<file path="config.mk">
export PLATFORM = sky130hd
export DESIGN_NAME = rtu_slave_frame_handler
export DESIGN_NICKNAME = d
export VERILOG_FILES = /design/src/rtl/rtu_slave_frame_handler.v /design/src/rtl/word_buffer.v
export VERILOG_INCLUDE_DIRS = /design/src /design/src/rtl
export SDC_FILE = /design/constraint.sdc
export NUM_CORES = 1
export LEC_CHECK = 0
export BUFFER_PORTS_ARGS = -buffer_cell sky130_fd_sc_hd__buf_2
export CAP_MARGIN = 40
export CORE_MARGIN = 3
export CORE_UTILIZATION = 45
export DETAILED_ROUTE_END_ITERATION = 10
export SETUP_SLACK_MARGIN = 0.15
export SKIP_CTS_REPAIR_TIMING = 1
export SLEW_MARGIN = 20
export SYNTH_ARGS = -nofsm -noshare
export SYNTH_HDL_FRONTEND = slang
export SYNTH_SLANG_ARGS = --single-unit
export TNS_END_PERCENT = 10
</file>
<file path="constraint.sdc">
create_clock -name clk -period 8.22 [get_ports clk]
set_input_delay 0.411 -clock clk [delete_from_list [all_inputs] [get_ports clk]]
set_output_delay 0.411 -clock clk [all_outputs]
set_load 0.05 [all_outputs]
</file>
<file path="src/rtl/rtu_consts.vh">
// constants for the rtu slave frame handler
`ifndef RTU_CONSTS_VH
`define RTU_CONSTS_VH

// ----------------------------------------------------------------
// command and exception codes
// ----------------------------------------------------------------
`define RTU_CMD_READ 8'h03
`define RTU_CMD_WRITE 8'h06
`define RTU_EXC_FLAG 8'h80
`define RTU_EXC_CMD 8'h01
`define RTU_EXC_ADDR 8'h02
`define RTU_EXC_VALUE 8'h03
`define RTU_EXC_FAIL 8'h04

// ----------------------------------------------------------------
// station addressing
// ----------------------------------------------------------------
`define RTU_BCAST 8'h00
`define RTU_ADDR_MAX 8'hf7

// ----------------------------------------------------------------
// frame layout and check
// ----------------------------------------------------------------
`define RTU_REQ_LEN 4'h8
`define RTU_REQ_OVER 4'h9
`define RTU_MAX_WORDS 12
`define RTU_CRC_INIT 16'hffff
`define RTU_CRC_POLY 16'ha001
`define RTU_EXC_LEN 5'h05
`define RTU_WR_LEN 5'h08
`define RTU_RD_OVH 5'h05

// ----------------------------------------------------------------
// group select ranges (high byte of the parameter address)
// ----------------------------------------------------------------
`define RTU_CFG_LO 8'ha0
`define RTU_CFG_HI 8'hbf
`define RTU_MON_LO 8'h70
`define RTU_MON_HI 8'h7f
`define RTU_RAM_LO 8'h40
`define RTU_RAM_HI 8'h5f
`define RTU_IDX_END 9'h100

// ----------------------------------------------------------------
// timing: 3.5 chars of 11 bits at 9600 baud, rounded up
// ----------------------------------------------------------------
`define RTU_GAP_TIME_US 4011
`define RTU_CLK_MHZ 125
`define RTU_GAP_CYCLES (`RTU_GAP_TIME_US * `RTU_CLK_MHZ)

// ----------------------------------------------------------------
// state codes
// ----------------------------------------------------------------
`define RTU_S_RX 4'h0
`define RTU_S_EXEC 4'h1
`define RTU_S_RD_REQ 4'h2
`define RTU_S_RD_WAIT 4'h3
`define RTU_S_WR_WAIT 4'h4
`define RTU_S_TX_PREP 4'h5
`define RTU_S_TX_LOAD 4'h6
`define RTU_S_TX_WAIT 4'h7
`define RTU_S_TX_END 4'h8

`endif

</file>
<file path="src/rtl/rtu_slave_frame_handler.v">
// slave frame handler for the serial register protocol
`timescale 1ns/1ns
`include "rtu_consts.vh"
module rtu_slave_frame_handler #(
  parameter GAP_CYCLES = `RTU_GAP_CYCLES,
  parameter CW = 20,
  parameter MAX_WORDS = `RTU_MAX_WORDS
) (
  input wire clk,
  input wire nrst,
  input wire [7:0] own_addr,
  input wire [7:0] rx_data,
  input wire rx_valid,
  input wire rx_err,
  input wire tx_ready,
  input wire tx_idle,
  output reg [7:0] tx_data,
  output reg tx_valid,
  output reg tx_en,
  output reg [15:0] par_addr,
  output reg [15:0] par_wdata,
  output reg par_rd,
  output reg par_wr,
  output reg par_ram,
  input wire [15:0] par_rdata,
  input wire par_ack,
  input wire par_fail,
  output reg frame_done,
  output reg crc_fault
);

  // ----------------------------------------------------------------
  // check value update, one byte of data bits only
  // ----------------------------------------------------------------
  function [15:0] crc_step;
    input [15:0] c;
    input [7:0] d;
    integer i;
    reg [15:0] r;
    begin
      r = c ^ {8'h00, d};
      for (i = 0; i < 8; i = i + 1) begin
        if (r[0]) begin
          r = (r >> 1) ^ `RTU_CRC_POLY;
        end else begin
          r = r >> 1;
        end
      end
      crc_step = r;
    end
  endfunction

  // group test, used for several decisions
  function in_range;
    input [7:0] v;
    input [7:0] lo;
    input [7:0] hi;
    begin
      in_range = (v >= lo) && (v <= hi);
    end
  endfunction

  // ----------------------------------------------------------------
  // state
  // ----------------------------------------------------------------
  localparam [CW-1:0] GAP_W = GAP_CYCLES[CW-1:0]; // idle count for a boundary
  reg [3:0] state; // main sequencer
  reg [CW-1:0] idle_cnt; // cycles since last received byte
  reg in_frame; // a frame is being collected
  reg [3:0] rx_cnt; // bytes seen, stops at over-length mark
  reg rx_bad; // uart flagged a character error
  reg [15:0] crc; // shared: receive check, then reply check
  reg [7:0] rx_buf [0:7]; // request bytes
  reg is_bcast; // current request was broadcast
  reg is_exc; // reply is an error reply
  reg [7:0] exc_code; // code for the error reply
  reg [4:0] n_words; // words requested by a read
  reg [3:0] rd_cnt; // words fetched so far
  reg [4:0] tx_idx; // byte of the reply being sent
  reg [4:0] tx_len; // reply length in bytes
  reg [7:0] tx_byte; // next reply byte, combinational
  reg [7:0] dec_exc; // decode verdict, zero when legal
  integer k;

  wire gap_seen = (idle_cnt >= GAP_W);
  wire own_ok = (own_addr != `RTU_BCAST) && (own_addr <= `RTU_ADDR_MAX);
  wire [7:0] cmd = rx_buf[1];
  wire [7:0] grp = rx_buf[2];
  wire [7:0] idx = rx_buf[3];
  wire [15:0] field = {rx_buf[4], rx_buf[5]};
  wire grp_cfg = in_range(grp, `RTU_CFG_LO, `RTU_CFG_HI);
  wire grp_mon = in_range(grp, `RTU_MON_LO, `RTU_MON_HI);
  wire grp_ram = in_range(grp, `RTU_RAM_LO, `RTU_RAM_HI);
  wire [8:0] end_sum = {1'b0, idx} + {5'h00, field[3:0]};
  wire is_read = (cmd == `RTU_CMD_READ);
  wire [4:0] dofs = tx_idx - 5'h03; // data byte offset in read reply
  wire [15:0] mem_q;
  wire mem_we = (state == `RTU_S_RD_WAIT) && par_ack && !par_fail;
  wire [4:0] len_m1 = tx_len - 5'h01;
  wire [4:0] len_m2 = tx_len - 5'h02;
  wire [4:0] rd_len = `RTU_RD_OVH + {n_words[3:0], 1'b0};
  wire [3:0] rd_next = rd_cnt + 4'h1;

  // ----------------------------------------------------------------
  // read data buffer
  // ----------------------------------------------------------------
  word_buffer #(
    .DW(16),
    .AW(4),
    .DEPTH(MAX_WORDS)
  ) u_buf (
    .clk(clk),
    .nrst(nrst),
    .wr_en(mem_we),
    .wr_addr(rd_cnt),
    .wr_data(par_rdata),
    .rd_addr(dofs[4:1]),
    .rd_data(mem_q)
  );

  // ----------------------------------------------------------------
  // request decode: command, count and group checks
  // ----------------------------------------------------------------
  always @* begin
    dec_exc = 8'h00;
    if (is_read) begin
      if (field == 16'h0000 || field > MAX_WORDS) begin
        dec_exc = `RTU_EXC_VALUE;
      end else if (!(grp_cfg || grp_mon || grp_ram) || end_sum > `RTU_IDX_END) begin
        dec_exc = `RTU_EXC_ADDR;
      end
    end else if (cmd == `RTU_CMD_WRITE) begin
      if (!(grp_cfg || grp_ram)) begin
        dec_exc = `RTU_EXC_ADDR;
      end
    end else begin
      dec_exc = `RTU_EXC_CMD;
    end
  end

  // ----------------------------------------------------------------
  // reply byte selection
  // ----------------------------------------------------------------
  always @* begin
    tx_byte = 8'h00;
    if (tx_idx == len_m2) begin
      tx_byte = crc[7:0];
    end else if (tx_idx == len_m1) begin
      tx_byte = crc[15:8];
    end else if (tx_idx == 5'h00) begin
      tx_byte = rx_buf[0];
    end else if (tx_idx == 5'h01) begin
      tx_byte = is_exc ? (cmd | `RTU_EXC_FLAG) : cmd;
    end else if (tx_idx == 5'h02) begin
      if (is_exc) begin
        tx_byte = exc_code;
      end else if (is_read) begin
        tx_byte = {n_words[3:0], 1'b0} + 8'h00;
      end else begin
        tx_byte = rx_buf[2];
      end
    end else if (is_read) begin
      tx_byte = dofs[0] ? mem_q[7:0] : mem_q[15:8];
    end else begin
      tx_byte = rx_buf[tx_idx[2:0]];
    end
  end

  // ----------------------------------------------------------------
  // line idle counter, runs in every state
  // ----------------------------------------------------------------
  // bytes heard while busy still restart it, so a new frame needs a gap
  always @(posedge clk or negedge nrst) begin
    if (!nrst) begin
      idle_cnt <= {CW{1'b0}};
    end else if (rx_valid) begin
      idle_cnt <= {CW{1'b0}};
    end else if (!gap_seen) begin
      idle_cnt <= idle_cnt + {{(CW-1){1'b0}}, 1'b1};
    end
  end

  // ----------------------------------------------------------------
  // main sequencer
  // ----------------------------------------------------------------
  always @(posedge clk or negedge nrst) begin
    if (!nrst) begin
      state <= `RTU_S_RX;
      in_frame <= 1'b0;
      rx_cnt <= 4'h0;
      rx_bad <= 1'b0;
      crc <= `RTU_CRC_INIT;
      for (k = 0; k < 8; k = k + 1) begin
        rx_buf[k] <= 8'h00;
      end
      is_bcast <= 1'b0;
      is_exc <= 1'b0;
      exc_code <= 8'h00;
      n_words <= 5'h00;
      rd_cnt <= 4'h0;
      tx_idx <= 5'h00;
      tx_len <= 5'h00;
      tx_data <= 8'h00;
      tx_valid <= 1'b0;
      tx_en <= 1'b0;
      par_addr <= 16'h0000;
      par_wdata <= 16'h0000;
      par_rd <= 1'b0;
      par_wr <= 1'b0;
      par_ram <= 1'b0;
      frame_done <= 1'b0;
      crc_fault <= 1'b0;
    end else begin
      par_rd <= 1'b0;
      par_wr <= 1'b0;
      frame_done <= 1'b0;
      crc_fault <= 1'b0;
      case (state)
        `RTU_S_RX: begin
          if (in_frame && gap_seen) begin
            in_frame <= 1'b0;
            frame_done <= 1'b1;
            crc_fault <= (rx_cnt == `RTU_REQ_LEN) && !rx_bad && (crc != 16'h0000);
            // residue zero over all bytes means the check field matched
            if (rx_cnt == `RTU_REQ_LEN && !rx_bad && crc == 16'h0000 &&
                (rx_buf[0] == `RTU_BCAST || (own_ok && rx_buf[0] == own_addr))) begin
              is_bcast <= (rx_buf[0] == `RTU_BCAST);
              state <= `RTU_S_EXEC;
            end
          end else if (rx_valid && (in_frame || gap_seen)) begin
            if (!in_frame) begin
              in_frame <= 1'b1;
              rx_buf[0] <= rx_data;
              rx_cnt <= 4'h1;
              rx_bad <= rx_err;
              crc <= crc_step(`RTU_CRC_INIT, rx_data);
            end else begin
              if (rx_cnt < `RTU_REQ_LEN) begin
                rx_buf[rx_cnt[2:0]] <= rx_data;
              end
              if (rx_cnt != `RTU_REQ_OVER) begin
                rx_cnt <= rx_cnt + 4'h1;
              end
              rx_bad <= rx_bad | rx_err;
              crc <= crc_step(crc, rx_data);
            end
          end
        end
        `RTU_S_EXEC: begin
          if (dec_exc != 8'h00) begin
            if (is_bcast) begin
              state <= `RTU_S_RX;
            end else begin
              is_exc <= 1'b1;
              exc_code <= dec_exc;
              tx_len <= `RTU_EXC_LEN;
              tx_idx <= 5'h00;
              crc <= `RTU_CRC_INIT;
              tx_en <= 1'b1;
              state <= `RTU_S_TX_PREP;
            end
          end else if (is_read) begin
            is_exc <= 1'b0;
            n_words <= field[4:0];
            rd_cnt <= 4'h0;
            // a broadcast read has nobody to answer, so it is dropped
            state <= is_bcast ? `RTU_S_RX : `RTU_S_RD_REQ;
          end else begin
            is_exc <= 1'b0;
            par_addr <= {grp, idx};
            par_wdata <= field;
            par_ram <= grp_ram;
            par_wr <= 1'b1;
            state <= `RTU_S_WR_WAIT;
          end
        end
        `RTU_S_RD_REQ: begin
          par_addr <= {grp, idx + {4'h0, rd_cnt}};
          par_ram <= grp_ram;
          par_rd <= 1'b1;
          state <= `RTU_S_RD_WAIT;
        end
        `RTU_S_RD_WAIT: begin
          if (par_ack) begin
            if (par_fail) begin
              is_exc <= 1'b1;
              exc_code <= `RTU_EXC_FAIL;
              tx_len <= `RTU_EXC_LEN;
              tx_idx <= 5'h00;
              crc <= `RTU_CRC_INIT;
              tx_en <= 1'b1;
              state <= `RTU_S_TX_PREP;
            end else if ({1'b0, rd_next} == n_words) begin
              tx_len <= rd_len;
              tx_idx <= 5'h00;
              crc <= `RTU_CRC_INIT;
              tx_en <= 1'b1;
              state <= `RTU_S_TX_PREP;
            end else begin
              rd_cnt <= rd_next;
              state <= `RTU_S_RD_REQ;
            end
          end
        end
        `RTU_S_WR_WAIT: begin
          if (par_ack) begin
            if (is_bcast) begin
              state <= `RTU_S_RX;
            end else begin
              is_exc <= par_fail;
              exc_code <= `RTU_EXC_FAIL;
              tx_len <= par_fail ? `RTU_EXC_LEN : `RTU_WR_LEN;
              tx_idx <= 5'h00;
              crc <= `RTU_CRC_INIT;
              tx_en <= 1'b1;
              state <= `RTU_S_TX_PREP;
            end
          end
        end
        `RTU_S_TX_PREP: begin
          // gives the buffer one cycle to present the addressed word
          state <= `RTU_S_TX_LOAD;
        end
        `RTU_S_TX_LOAD: begin
          tx_data <= tx_byte;
          tx_valid <= 1'b1;
          if (tx_idx < len_m2) begin
            crc <= crc_step(crc, tx_byte);
          end
          state <= `RTU_S_TX_WAIT;
        end
        `RTU_S_TX_WAIT: begin
          if (tx_ready) begin
            tx_valid <= 1'b0;
            if (tx_idx == len_m1) begin
              state <= `RTU_S_TX_END;
            end else begin
              tx_idx <= tx_idx + 5'h01;
              state <= `RTU_S_TX_PREP;
            end
          end
        end
        `RTU_S_TX_END: begin
          // hold the driver until the last stop bit has left the shifter
          if (tx_idle) begin
            tx_en <= 1'b0;
            state <= `RTU_S_RX;
          end
        end
        default: begin
          state <= `RTU_S_RX;
        end
      endcase
    end
  end

endmodule

</file>
<file path="src/rtl/word_buffer.v">
// small word memory holding read data for the reply
`timescale 1ns/1ns
module word_buffer #(
  parameter DW = 16,
  parameter AW = 4,
  parameter DEPTH = 12
) (
  input wire clk,
  input wire nrst,
  input wire wr_en,
  input wire [AW-1:0] wr_addr,
  input wire [DW-1:0] wr_data,
  input wire [AW-1:0] rd_addr,
  output reg [DW-1:0] rd_data
);

  // ----------------------------------------------------------------
  // storage
  // ----------------------------------------------------------------
  reg [DW-1:0] mem [0:DEPTH-1]; // no reset: always written before read

  // write port
  always @(posedge clk) begin
    if (wr_en) begin
      mem[wr_addr] <= wr_data;
    end
  end

  // registered read, one cycle after the address
  always @(posedge clk or negedge nrst) begin
    if (!nrst) begin
      rd_data <= {DW{1'b0}};
    end else begin
      rd_data <= mem[rd_addr];
    end
  end

endmodule

</file>
Word-level counts from Yosys, hierarchy flattened
Memory sizes are Yosys's and may differ from the RTL's. A register that Yosys moved wholly into a read port is not among the register bits. Cells that the tools add are included. W data, S select, Z words.

Divide/modulo/power cells: 0. Bitwise gates (word level): 33. Muxes and demuxes: 213. Reduce and logical (&&, ||, !) cells: 59. Equal/unequal tests: 42. $lt $le $gt $ge: 15. Shifts and indexed selects: 0. $mul: 0. $add $sub $neg: 10.

Operators with widths (number): $mux W16 (106); $mux W8 (22); $pmux W16 S5 (1); $mux W5 (15); $not A2 Y3 (24); $bwmux W64 (1); $mux W4 (16); $mux W64 (1); $mux W20 (2); $ne A2 B2 Y1 const B (20); $pmux W4 S9 (1); $logic_not A16 Y1 (2); $pmux W16 S2 (1); $xor A16 B8 Y16 (2); $mux W1 (29); $bmux W8 S3 (1); $demux W8 S3 (1); $pmux W8 S3 (1); $reduce_and A6 Y1 (4); $reduce_and A7 Y1 (3); $add A20 B1 Y20 const B (1); $ge A20 B19 Y1 const B (1); $pmux W5 S4 (1); $eq A4 B3 Y1 const B (4); 59 further kinds (112).

Memory bits (writable): 192. Memory bits (read-only): 0. Bits in registers: 186. Bits of input ports: 40. Latch bits: 0. Memories kept: 1. Word-level logic and storage cells: 404. Output and inout bits: 47.

Memories: u_buf.mem (words 12, width 16, rd ports 1, clocked after memory_dff 1, wr ports 1, line word_buffer.v:20) `reg [DW-1:0] mem [0:DEPTH-1];`.

Logic depth before layout (Yosys ltp)
Gate-level depths: netlist (run 1).

Word-level depth: 49. Depth in mapped cells: 17. Depth with buffers taken out: 13.

Modules after synthesis
From an unflattened synthesis (run 1), not the netlist that was laid out.

Cell total of the unflattened synthesis: 1384. Area total of the unflattened synthesis: 18596.6 sq um.

By module, submodules not included: rtu_slave_frame_handler (area an instance 10906.7 sq um, cells each 1042, seq. area each 4549.4 sq um, times used 1); word_buffer (area an instance 7689.9 sq um, cells each 342, seq. area each 6165.9 sq um, times used 1).

Least setup slack after synthesis (run 1)
No wires, ideal clock.

Kind: reg2reg. From: register tx_idx[0]. To: register crc[15]. Arrival: 3852 ps. Cell stages (with the launch flop): 16. Buffers on the path: 3. Path slack: 4284 ps. Data required time: 8137 ps. Period minus slack after synthesis: 3936 ps. Library setup time: 83 ps. Path through: dfrtp_1 -> buf_2 -> buf_2 -> inv_1 -> ha_1 -> or4b_4 -> buf_6 -> a211oi_1 -> nor3_2 -> o31ai_2 -> xor3_2 -> mux2i_4 -> nor4_1 -> nor4_1 -> a21oi_1 -> o32a_1.

Cells in the longest elaborated chain, start to end: 36. Elaborated cells on any way between the ends: 52. Classes of those cells: add/sub (1); order compare (1); eq/ne (5); mux (34); bitwise (9); reduce/logical (2).

Ends and longest elaborated chain: from (decl) (line rtu_slave_frame_handler.v:79) `reg [4:0] tx_idx;`; from (signal assigned) (line rtu_slave_frame_handler.v:338) `tx_idx <= tx_idx + 5'h01;`; parallel branches: the longest is 36 deep, another holds $sub A5 B2 Y5; to (signal assigned) (line rtu_slave_frame_handler.v:236) `` crc <= crc_step(`RTU_CRC_INIT, rx_data); ``; to (signal assigned) (line rtu_slave_frame_handler.v:245) `crc <= crc_step(crc, rx_data);`; to (signal assigned) (line rtu_slave_frame_handler.v:328) `crc <= crc_step(crc, tx_byte);`; to (decl) (line rtu_slave_frame_handler.v:72) `reg [15:0] crc;`.

Parallel ways; which one is timed is not known. The select of a mux whose other input is x is not followed. A chain may end at the register's enable or synchronous reset.

Final worst setup path (run 1)
From: register tx_idx[1]. To: register crc[15].

Cells in the longest elaborated chain, start to end: 36. Elaborated cells on any way between the ends: 50. Classes of those cells: order compare (1); eq/ne (5); mux (33); bitwise (9); reduce/logical (2).

Ends and longest elaborated chain: $not A3 Y4 (implied by the code) (line rtu_slave_frame_handler.v:165) `tx_byte = rx_buf[tx_idx[2:0]];`; $bmux W8 S3 (line rtu_slave_frame_handler.v:165); $mux W8 (implied by the code) (2 in series) (line rtu_slave_frame_handler.v:165); $mux W8 (line rtu_slave_frame_handler.v:162) `end else if (is_read) begin`; $mux W8 (line rtu_slave_frame_handler.v:154) `end else if (tx_idx == 5'h02) begin`; $mux W8 (line rtu_slave_frame_handler.v:152) `end else if (tx_idx == 5'h01) begin`; $mux W8 (line rtu_slave_frame_handler.v:150) `end else if (tx_idx == 5'h00) begin`; $mux W8 (line rtu_slave_frame_handler.v:148) `end else if (tx_idx == len_m1) begin`; [19 not listed]; $mux W16, on equally long branches (line rtu_slave_frame_handler.v:218, rtu_slave_frame_handler.v:327); $not A2 Y3 (no source line) / $mux W16 (equally long branches); $mux W16 (line rtu_slave_frame_handler.v:43) `if (r[0]) begin`; $mux W16 (line rtu_slave_frame_handler.v:327) `if (tx_idx < len_m2) begin`; $mux W16 (line rtu_slave_frame_handler.v:218) `case (state)`; $mux W16 (line rtu_slave_frame_handler.v:43); $mux W16 (line rtu_slave_frame_handler.v:327); $pmux W16 S5 (line rtu_slave_frame_handler.v:218).

Parallel ways exist; a longest one is shown, timed or not. The select of a mux whose other input is x is not followed.

==> run summary, run 1 <==
Netlist cell types - 80
DRT antenna net count - 0
via/cell ratio - 5.77
CTS Buf Count - 43
Synth Area in XOR/XNOR - 4.64%
Setup WS post-layout - 3.82 ns
Avg Cell Area, Syn - 13.1 um^2
Starting Density - 45.8%
largest family of logic cells by synthesized area - multiplexers
Async SR Flop Fraction - 50.6%
Nets - 1600
Slowest Stage Delay on Critical Path - 0.51 ns
RSZ-0062 raised after global routing - no
Adder-Cell Fraction of Synth Area - 2.14%
grt met3 use - 3.53%
final setup violation count - 0
most frequent CP cell - nor4_1
fmax - 228 MHz
WL final - 49000 um
Synth Area in Simple Gates - 10.6%
commonest non-fill, non-tap cell in the layout - edfxtp_1
# rows - 74
synthesis-to-layout area growth - 13.7%
initial detailed-routing violation count - 869
layout cells sized above 1 - 25.8%
CTS H-tree depth - 2
pin count of the biggest net entering global routing - 60
final RePlAce weighted congestion - 0.860
Clk Latency, worst-skew pair - 0.59 ns
crit path buf inv count - 3
post-layout minimum cycle time - 4.40 ns
Total GRT Usage - 22.3%
DR WL/cell - 23.4 um
TritonCTS clock tree - done
hpwl dp - 33900 um
YS warnings - 0
complex-gate fraction of the synthesized area - 7.67%
worst path cell trace - buf_8 -> inv_1 -> ha_1 -> nor4b_1 -> buf_4 -> nand2_1 -> o311ai_1 -> nor3_2 -> o31ai_2 -> xor3_2 -> mux2i_4 -> nor4_1 -> nor4_1 -> a21oi_1 -> o32a_1
mapped cell area - 18800 um^2
hold wc startpoint - tx_idle
Final Hold Violating Endpoints - 0
DRC errors left - 0
clk sinks - 389
GRT overflow - 0
Top delay family on crit path - compound AO/OA/AOI/OAI gates
crit path capture type - flip-flop
Antenna Diode Count - 0
r2r startpoint - tx_idx[1]
worst rel slew slack - 29.8%
syn_nets - 1512
Post-synth top flop - edfxtp_1
Setup CP Type - flip-flop to flip-flop
global-route wire length before repair - 75100 um
root buf cell - clkbuf_16
Die W - 210 um
crit-path max FO - 14
Chip Height - 210 um
Seq/Total Area, Yosys - 57.0%
CP Launch Type - flip-flop
status - completed
worst slew pin tran - 1.04 ns
vias in the first global route - 12099
clk buf depth - 3
PwrDens - 293 nW/um^2
Worst Setup SP - tx_idx[1]
Die ar. - 44300 um^2
proportion of synthesized area in mux cells - 15.6%
CP required - 8.71 ns
CP max-delay cell - dfrtp_1
Worst-path clk slew - 0.07 ns
FF+latch count, synth - 389
peak supply drop - 0.194 mV
# Max-Cap Violations - 0
Port-buffer cells - 86
Cells after Synth - 1441
most frequent cells in the layout - edfxtp_1 (192), dfrtp_1 (181), nor2_1 (105), nand2_1 (102), mux2_2 (101)
Hold WS - 0.0737 ns
met1 usage - 31.3%
Vias - 12078
initial antenna violation count - 0
gr busiest metal - met2
Max Transition Viols Final - 0
Crit path arrival time - 4.89 ns
core footprint - 41100 um^2
Worst Clk Skew - 0.0214 ns
Pleak - 8.62 nW
Setup TNS - 0 ns
Worst Hold Class - primary input to flip-flop
post-place setup slack - 3.88 ns
drt pass-1 iters - 4
final worst-path cycle share - 53.5%
I/O pin total - 87
Post-synth EDFFs - 192
GR Layer Usage met2 - 35.9%
-- layer usage --
| metal | share of wire, % | up-vias |
|---|---|---|
| li1 | - | 5564 |
| met1 | 45 | 6144 |
| met2 | 47 | 295 |
| met3 | 5.2 | 75 |
| met4 | 3.0 | 0 |
| met5 | 0 | - |
-- worst paths after layout --
path,depth (start not counted),slack [ns],end
min,2,0.07,state[3]
max reg2reg,15,3.82,crc[15]
min in group asynchronous,2,0.37,idle_cnt[6]
min reg2reg,2,0.48,tx_data[7]
max,15,3.82,crc[15]
max in group asynchronous,4,6.72,field[9]
-- cell usage after synthesis (3+ instances only) --
cell	instances	area, um^2
a2111oi_2	3	45.0
nand2b_1	10	62.6
nand3b_1	3	22.5
mux2_2	101	1140
a211oi_1	8	60.1
o21a_1	3	22.5
o22ai_1	7	43.8
o2111ai_1	3	26.3
o31ai_1	13	97.6
or3_1	12	75.1
nor4_1	21	131
nor3_1	27	135
and3_1	19	119
mux2i_1	36	360
clkbuf_1	64	240
o211a_1	3	30.0
o221ai_1	4	35.0
xnor2_1	55	482
buf_2	15	75.1
nor2b_1	14	87.6
a21oi_1	67	335
and2_1	15	93.8
nand3_1	27	135
o21ai_0	44	220
ha_1	29	363
o211ai_1	4	30.0
inv_1	27	101
nand2_1	102	383
mux4_2	62	1400
dfrtp_1	181	4530
or2_2	4	25.0
nand4_1	16	100
a21o_1	10	75.1
a31oi_1	4	25.0
or4_1	5	37.5
o22a_1	13	114
xor2_1	40	350
edfxtp_1	192	5770
dfstp_2	16	420
nor2_1	105	394
-- per-stage QoR --
step           std cells  area (um^2)  util [%]  power (mW)
2_1_floorplan       1441        18800         -        3.93
3_3_place_gp        2000        19800      48.2        4.44
3_5_place_dp        2013        20000      48.7        4.47
4_1_cts             2092        21400      52.0        6.31
5_1_grt             2095        21400      52.0        6.60
6_report            2095        21400      52.0        6.26
-- report_power, final --
part	leakage [nW]	internal [mW]	switching, mW	total [mW]
registers	4.32	2.19	0.149	2.34
clock network	0.656	1.01	0.810	1.82
logic	3.65	0.871	1.23	2.10
-- flip-flops by register name, indices dropped and copies added (netlist names), 8 cells and up --
register       count
u_buf.mem        192
rx_buf            24
idle_cnt          20
crc               16
field             16
par_addr          16
par_wdata         16
u_buf.rd_data     16
cmd                8
grp                8
idx                8
tx_data            8
-- kinds of logic (layout without fill, tap and decap cells) --
| family | count (synthesis) | count (layout) |
|---|---|---|
| xor gates and xnor gates | 97 | 97 |
| and+or+nand+nor | 398 | 398 |
| buffers and inverters | 110 | 232 |
| muxes | 201 | 201 |
| adders and majority gates | 31 | 31 |
| AOI/OAI and AO/OA | 215 | 215 |
| DFF | 389 | 389 |
-- area by class of cell --
cell class / instances / area [um^2]
inverters: 27 / 101
clock inverters: 25 / 178
flip-flops and latches: 389 / 10700
repair buffers: 126 / 850
multi-input cells: 942 / 7730
fillers: 3580 / 19700
clock buffers: 54 / 1160
well taps: 532 / 666
-- worst reg2reg max path: stages, from the launching register on --
cell	delay, ns
dfrtp_1	0.51
buf_8	0.23
inv_1	0.18
ha_1	0.46
nor4b_1	0.29
buf_4	0.20
nand2_1	0.06
o311ai_1	0.11
nor3_2	0.10
o31ai_2	0.42
xor3_2	0.47
mux2i_4	0.34
nor4_1	0.09
nor4_1	0.36
a21oi_1	0.11
o32a_1	0.35
Power figures use the tool's default switching activity.
==> run 2, diff against run 1 <==
--- a/config.mk
+++ b/config.mk
@@ -6,6 +6,7 @@
 export SDC_FILE = /design/constraint.sdc
 export NUM_CORES = 1
 export LEC_CHECK = 0
+export ABC_AREA = 1
 export BUFFER_PORTS_ARGS = -buffer_cell sky130_fd_sc_hd__buf_2
 export CAP_MARGIN = 40
 export CORE_MARGIN = 3
==> constraint.sdc (replaced) <==
create_clock -name clk -period 4.3 [get_ports clk]
set_input_delay 0.215 -clock clk [delete_from_list [all_inputs] [get_ports clk]]
set_output_delay 0.215 -clock clk [all_outputs]
set_load 0.05 [all_outputs]
==> run 2 against run 1 <==
The flow now finishes with violations (hold timing). Die area up 1.2%. Non-clock buffer count rose by 8. Sequential share of layout area shrank 0.89 points. Hold slack worse by 0.086 ns. Critical path type unchanged. Largest cell class unchanged.
==> run summary, run 2 <==
GR Layer Usage met2 - 40.2% (was 35.9%)
Worst Clk Skew - 0.0266 ns (was 0.0214 ns)
final setup violation count - 0 (unchanged)
Clk Latency, worst-skew pair - 0.58 ns (was 0.59 ns)
Crit path arrival time - 3.85 ns (was 4.89 ns)
PwrDens - 627 nW/um^2 (was 293 nW/um^2)
hold depth - 1 (was 2)
met1 usage - 31.1% (was 31.3%)
hpwl dp - 35900 um (was 33900 um)
Port-buffer cells - 86 (unchanged)
layout cells sized above 1 - 13.8% (was 25.8%)
initial antenna violation count - 0 (unchanged)
r2r startpoint - idx[0] (was tx_idx[1])
vias in the first global route - 14000 (was 12099)
Most flops, register - u_buf.mem (unchanged)
Post-synth top flop - edfxtp_1 (unchanged)
worst path cell trace - ha_1 -> fa_1 -> xor2_1 -> nor4_1 -> nand2_1 -> o221ai_1 -> nand2_1 -> nand2_1 -> nand2_1 -> nor2_1 -> inv_2 -> nand2_1 -> nor2_1 -> nand3_1 -> a32oi_1 (was buf_8 -> inv_1 -> ha_1 -> nor4b_1 -> buf_4 -> nand2_1 -> o311ai_1 -> nor3_2 -> o31ai_2 -> xor3_2 -> mux2i_4 -> nor4_1 -> nor4_1 -> a21oi_1 -> o32a_1)
Yosys top cell by area - edfxtp_1 (unchanged)
top post-synthesis cells by area - edfxtp_1 (30%), dfrtp_1 (24%), nand2_1 (9.2%) (was edfxtp_1 (31%), dfrtp_1 (24%), mux4_2 (7.4%))
hold wc startpoint - par_rdata[14] (was tx_idle)
grt met3 use - 3.41% (was 3.53%)
gr busiest metal - met2 (unchanged)
Worst Hold Class - primary input to flip-flop (unchanged)
Max Transition Viols Final - 0 (unchanged)
root buf cell - clkbuf_16 (unchanged)
reg-to-reg endpoint - crc[8] (was crc[15])
Synth Area in Simple Gates - 17.4% (was 10.6%)
Adder-Cell Fraction of Synth Area - 2.12% (was 2.14%)
DRT antenna net count - 0 (unchanged)
fmax - 294 MHz (was 228 MHz)
synthesis-to-layout area growth - 14.4% (was 13.7%)
WL final - 52300 um (was 49000 um)
complex-gate fraction of the synthesized area - 11.1% (was 7.67%)
initial detailed-routing violation count - 1404 (was 869)
global-route wire length before repair - 81200 um (was 75100 um)
Setup CP Type - flip-flop to flip-flop (unchanged)
TritonCTS clock tree - done (unchanged)
Die W - 212 um (was 210 um)
GRT overflow - 0 (unchanged)
worst slew pin tran - 0.756 ns (was 1.04 ns)
RSZ-0062 raised after global routing - no (unchanged)
Multi-input gate area - 7370 um^2 (was 7730 um^2)
# Max-Cap Violations - 0 (unchanged)
Antenna Diode Count - 0 (unchanged)
most frequent cells in the layout - nand2_1 (465), edfxtp_1 (192), inv_1 (185), dfrtp_1 (181), o21ai_0 (154) (was edfxtp_1 (192), dfrtp_1 (181), nor2_1 (105), nand2_1 (102), mux2_2 (101))
cell depth of the worst flop-to-flop path - 15 (unchanged)
Nets - 2164 (was 1600)
YS warnings - 0 (unchanged)
Slowest Stage Delay on Critical Path - 0.57 ns (was 0.51 ns)
clk sinks - 389 (unchanged)
r2r setup slk - 0.90 ns (was 3.82 ns)
# rows - 74 (unchanged)
clk buf depth - 3 (unchanged)
crit path buf inv count - 1 (was 3)
worst rel slew slack - 49.6% (was 29.8%)
crit path capture type - flip-flop (unchanged)
CP max-delay cell - nand3_1 (was dfrtp_1)
failing checks - hold timing
DR WL/cell - 19.7 um (was 23.4 um)
status - finished, violations left (was completed)
register area - 10700 um^2 (unchanged)
peak supply drop - 0.383 mV (was 0.194 mV)
I/O pin total - 87 (unchanged)
final RePlAce weighted congestion - 0.996 (was 0.860)
drt pass-1 iters - 6 (was 4)
Pleak - 9.07 nW (was 8.62 nW)
proportion of synthesized area in mux cells - 5.36% (was 15.6%)
Async SR Flop Fraction - 50.6% (unchanged)
CTS Buf Count - 44 (was 43)
via/cell ratio - 5.48 (was 5.77)
crit-path max FO - 16 (was 14)
final worst-path cycle share - 79.1% (was 53.5%)
Chip Height - 212 um (was 210 um)
Netlist cell types - 54 (was 80)
core footprint - 41300 um^2 (was 41100 um^2)
Hold WS - -0.0123 ns (was 0.0737 ns)
Filler cells - 3728 (was 3580)
pin count of the biggest net entering global routing - 79 (was 60)
commonest non-fill, non-tap cell in the layout - nand2_1 (was edfxtp_1)
Setup TNS - 0 ns (unchanged)
Worst-path clk slew - 0.06 ns (was 0.07 ns)
Largest regs - u_buf.mem x192, rx_buf x24, idle_cnt x20 (unchanged)
Vias - 14546 (was 12078)
largest family of logic cells by synthesized area - simple AND/OR/NAND/NOR gates (was multiplexers)
most common cell in the netlist - nand2_1 (was edfxtp_1)
Final Hold Violating Endpoints - 16 (was 0)
CTS H-tree depth - 2 (unchanged)
Die ar. - 44800 um^2 (was 44300 um^2)
Synth top cells by count - nand2_1 (465), edfxtp_1 (192), inv_1 (185) (was edfxtp_1 (192), dfrtp_1 (181), nor2_1 (105))
Cells after Synth - 1983 (was 1441)
FF+latch count, synth - 389 (unchanged)
Total GRT Usage - 23.4% (was 22.3%)
Hold Path Sink - u_buf.mem[11][14] (was state[3])
most frequent CP cell - nand2_1 (was nor4_1)
Starting Density - 46.1% (was 45.8%)
post-layout minimum cycle time - 3.40 ns (was 4.40 ns)
CP Launch Type - flip-flop (unchanged)
post-synth top area share - 30.3% (was 30.6%)
syn_nets - 2054 (was 1512)
Post-synth EDFFs - 192 (unchanged)
Synth Area in XOR/XNOR - 2.25% (was 4.64%)
Top delay family on crit path - simple AND/OR/NAND/NOR gates (was compound AO/OA/AOI/OAI gates)
Worst Setup SP - idx[0] (was tx_idx[1])
Largest register FFs - 192 (unchanged)
Seq/Total Area, Yosys - 56.3% (was 57.0%)
CP required - 4.75 ns (was 8.71 ns)
mapped cell area - 19000 um^2 (was 18800 um^2)
DRC errors left - 0 (unchanged)
Avg Cell Area, Syn - 9.60 um^2 (was 13.1 um^2)
-- run 2: changes by cell type after synthesis, moves of 53 or more --
cell,change
inv_1,+158
mux2_2,-53
mux4_2,-62
nand2_1,+363
nand3_1,+81
o21ai_0,+110
o21ai_1,+55
-- run 2: kinds of logic (layout without fill, tap and decap cells) --
kind of cell               after synthesis  after routing
xor gates and xnor gates                49             49
muxes                                   96             96
and+or+nand+nor                        781            781
AOI/OAI and AO/OA                      370            370
buffers and inverters                  267            408
adders and majority gates               31             31
DFF                                    389            389
-- run 2: routing by layer --
layer,share of wire [%],vias to the layer above
met5,0,-
met1,43,7006
li1,-,7001
met2,50,450
met4,2.1,0
met3,5.4,89
-- run 2: final cells by class --
type	count	area share, %
multi-input cells	1327	33.8
inverters	197	3.39
well taps	532	3.06
flip-flops and latches	389	49.2
repair buffers	134	4.05
clock inverters	14	0.735
clock buffers	63	5.76
-- run 2: power by group --
| part | total, mW | internal, mW | switching [mW] |
|---|---|---|---|
| clock network | 3.70 | 2.20 | 1.49 |
| registers | 5.06 | 4.51 | 0.548 |
| logic | 4.89 | 1.55 | 3.34 |
-- run 2: metrics by stage --
stage               instances  setup slack [ns]  power [mW]  util [%]  instance area [um^2]
floorplan                1983              1.34        8.55         -                 19000
global placement         2561             0.908        9.89      48.8                 20200
detailed placement       2564             0.922        9.94      49.0                 20200
CTS                      2641             0.919        13.7      52.4                 21600
global route             2656             0.553        14.5      52.8                 21800
finish                   2656             0.900        13.6      52.8                 21800
-- run 2: worst max-delay path by stage --
| stage | slack [ns] | to | cells after the start |
|---|---|---|---|
| final | 0.90 | crc[8] | 15 |
| after CTS | 0.92 | par_addr[2] | 15 |
| after detailed placement | 0.92 | par_addr[2] | 15 |
| after global placement | 0.91 | par_addr[2] | 15 |
| after floorplan | 1.34 | u_buf.mem[0][0] | 9 |
| after global routing | 0.55 | crc[0] | 18 |
==> run 3, diff against run 2 <==
==> constraint.sdc (replaced) <==
create_clock -name clk -period 3.3 [get_ports clk]
set_input_delay 0.165 -clock clk [delete_from_list [all_inputs] [get_ports clk]]
set_output_delay 0.165 -clock clk [all_outputs]
set_load 0.05 [all_outputs]
==> run 3 against run 2 <==
The flow still finishes with violations (hold timing). Non-clock buffer count up 52. Critical path depth did not move. Core utilization rose by 1.8 points. Sequential power up 30%. Wire length fell by 0.66%. Sequential cell count unchanged. Power is 35% higher. Clock power grew 36%. Clock skew down 0.0090 ns. Cell count rose by 2.1%. Maximum frequency rose by 11%. First-iteration DRC count decreased by 7.8%. Critical endpoint is now par_wdata[5].
==> run summary, run 3 (synthesized netlist as in run 2, its figures left out) <==
Worst Setup SP - idx[0] (unchanged)
crit-path max FO - 27 (was 16)
core footprint - 41300 um^2 (unchanged)
global-route wire length before repair - 81500 um (was 81200 um)
CTS H-tree depth - 2 (unchanged)
Antenna Diode Count - 0 (unchanged)
WL final - 51900 um (was 52300 um)
DRC errors left - 0 (unchanged)
Clk Latency, worst-skew pair - 0.57 ns (was 0.58 ns)
Post-DP Area - 20500 um^2 (was 20200 um^2)
Die ar. - 44800 um^2 (unchanged)
Largest register FFs - 192 (unchanged)
Setup CP Type - flip-flop to flip-flop (unchanged)
initial antenna violation count - 0 (unchanged)
Post-Place Cells - 2593 (was 2564)
RSZ-0062 raised after global routing - yes (was no)
Starting Density - 46.1% (unchanged)
Pleak - 9.39 nW (was 9.07 nW)
commonest non-fill, non-tap cell in the layout - nand2_1 (unchanged)
drt pass-1 iters - 6 (unchanged)
crit path capture type - flip-flop (unchanged)
Nets - 2217 (was 2164)
grt met3 use - 3.69% (was 3.41%)
GRT overflow - 0 (unchanged)
final worst-path cycle share - 92.9% (was 79.1%)
Hold WS - -0.0328 ns (was -0.0123 ns)
post-place setup slack - 0.0921 ns (was 0.922 ns)
gr busiest metal - met2 (unchanged)
CTS Buf Count - 43 (was 44)
pin count of the biggest net entering global routing - 74 (was 79)
worst rel slew slack - 53.6% (was 49.6%)
status - finished, violations left (unchanged)
via/cell ratio - 5.48 (about the same)
worst path cell trace - ha_2 -> fa_2 -> xor2_1 -> nor4_1 -> nand2_1 -> o221ai_2 -> nand2_1 -> nand2_1 -> nand2_2 -> nor2_4 -> inv_4 -> nor2_4 -> inv_2 -> buf_4 -> o21ai_0 (was ha_1 -> fa_1 -> xor2_1 -> nor4_1 -> nand2_1 -> o221ai_1 -> nand2_1 -> nand2_1 -> nand2_1 -> nor2_1 -> inv_2 -> nand2_1 -> nor2_1 -> nand3_1 -> a32oi_1)
peak supply drop - 0.487 mV (was 0.383 mV)
initial detailed-routing violation count - 1294 (was 1404)
Comb pwr share - 37.1% (was 35.8%)
Switching Fraction - 39.1% (was 39.4%)
Slowest Stage Delay on Critical Path - 0.41 ns (was 0.57 ns)
Worst Clk Skew - 0.0175 ns (was 0.0266 ns)
r2r setup slk - 0.23 ns (was 0.90 ns)
synthesis-to-layout area growth - 18.3% (was 14.4%)
layout cells sized above 1 - 17.4% (was 13.8%)
CP required - 3.77 ns (was 4.75 ns)
Post-Layout Cell Count - 2712 (was 2656)
Worst Hold Class - primary input to flip-flop (unchanged)
PwrDens - 819 nW/um^2 (was 627 nW/um^2)
Port-buffer cells - 86 (unchanged)
TritonCTS clock tree - done (unchanged)
most frequent cells in the layout - nand2_1 (456), edfxtp_1 (192), inv_1 (182), dfrtp_1 (179), o21ai_0 (152) (was nand2_1 (465), edfxtp_1 (192), inv_1 (185), dfrtp_1 (181), o21ai_0 (154))
Filler cells - 3685 (was 3728)
Setup TNS - 0 ns (unchanged)
most frequent CP cell - nand2_1 (unchanged)
post-layout minimum cycle time - 3.07 ns (was 3.40 ns)
GR Layer Usage met2 - 38.9% (was 40.2%)
vias in the first global route - 14612 (was 14000)
DRT antenna net count - 0 (unchanged)
CP max-delay cell - dfrtp_1 (was nand3_1)
Largest regs - u_buf.mem x192, rx_buf x24, idle_cnt x20 (unchanged)
Chip Height - 212 um (unchanged)
fin util - 54.5% (was 52.8%)
CP Launch Type - flip-flop (unchanged)
Worst-path clk slew - 0.06 ns (about the same)
Most flops, register - u_buf.mem (unchanged)
clk sinks - 389 (unchanged)
cell depth of the worst flop-to-flop path - 15 (unchanged)
Final Hold Violating Endpoints - 2 (was 16)
# rows - 74 (unchanged)
Pint - 11.2 mW (was 8.27 mW)
total power - 18.4 mW (was 13.6 mW)
reg-to-reg endpoint - par_wdata[5] (was crc[8])
hpwl dp - 35400 um (was 35900 um)
fin area - 22500 um^2 (was 21800 um^2)
sw power - 7.21 mW (was 5.38 mW)
Crit path arrival time - 3.54 ns (was 3.85 ns)
root buf cell - clkbuf_16 (unchanged)
crit path to - par_wdata[5] (was crc[8])
Setup WS post-layout - 0.233 ns (was 0.900 ns)
r2r startpoint - idx[0] (unchanged)
final RePlAce weighted congestion - 0.940 (was 0.996)
I/O pin total - 87 (unchanged)
failing checks - hold timing (unchanged)
final setup violation count - 0 (unchanged)
Vias - 14870 (was 14546)
DR WL/cell - 19.1 um (was 19.7 um)
Clk pwr share - 27.3% (was 27.1%)
Flop pwr share - 35.6% (was 37.1%)
# Max-Cap Violations - 0 (unchanged)
Total GRT Usage - 23.4% (about the same)
clk buf depth - 3 (unchanged)
fmax - 326 MHz (was 294 MHz)
met1 usage - 31.1% (about the same)
Die W - 212 um (unchanged)
Max Transition Viols Final - 0 (unchanged)
worst slew pin tran - 0.696 ns (was 0.756 ns)
==> run 3: metal layers <==
layer	part of all wire [%]	vias up	wire length, um
met2	49	437	25400
met5	0	-	0
met3	5.2	105	2720
met1	43	7216	22200
li1	-	7112	-
met4	3.1	0	1610
==> run 3: cell type report <==
class / count / area [um^2] / area share (%)
Clock buffer: 54 / 1190 / 5.28
Tap cell: 532 / 666 / 2.96
Timing Repair inverter: 1 / 7.51 / 0.0333
Clock inverter: 25 / 292 / 1.29
Multi-Input combinational cell: 1328 / 7490 / 33.3
Sequential cell: 389 / 10700 / 47.6
Timing Repair Buffer: 186 / 1400 / 6.21
Inverter: 197 / 753 / 3.35
==> run 3: how the worst min path moves through the flow <==
stage	from	end	slack (ns)	depth (start not counted)
finish	par_fail	tx_len[3]	-0.03	4
global route	tx_ready	tx_valid	0.01	6
CTS	nrst	idle_cnt[18]	-0.39	1
detailed placement	nrst	idle_cnt[18]	0.23	1
global placement	nrst	idle_cnt[16]	0.23	1
floorplan	nrst	cmd[0]	-0.13	0
==> run 3: power groups by stage <==
| stage | clock (mW) | sequential (mW) | combinational (mW) |
|---|---|---|---|
| after floorplan | 0 | 7.01 | 4.13 |
| after global placement | 0 | 6.63 | 6.30 |
| after detailed placement | 0 | 6.63 | 6.40 |
| after CTS | 5.15 | 6.55 | 6.43 |
| after global routing | 5.34 | 6.66 | 7.63 |
| final | 5.04 | 6.57 | 6.83 |
==> run 3: critical path, delay by kind of cell (launching register included) <==
| family | cells | cell delay, ns |
|---|---|---|
| AO/OA/AOI/OAI | 2 | 0.46 |
| XOR/XNOR | 1 | 0.17 |
| adder cells (fa/ha/maj) | 2 | 0.56 |
| buffers and inverters | 3 | 0.36 |
| flip-flops | 1 | 0.41 |
| AND/OR/NAND/NOR | 7 | 1.02 |
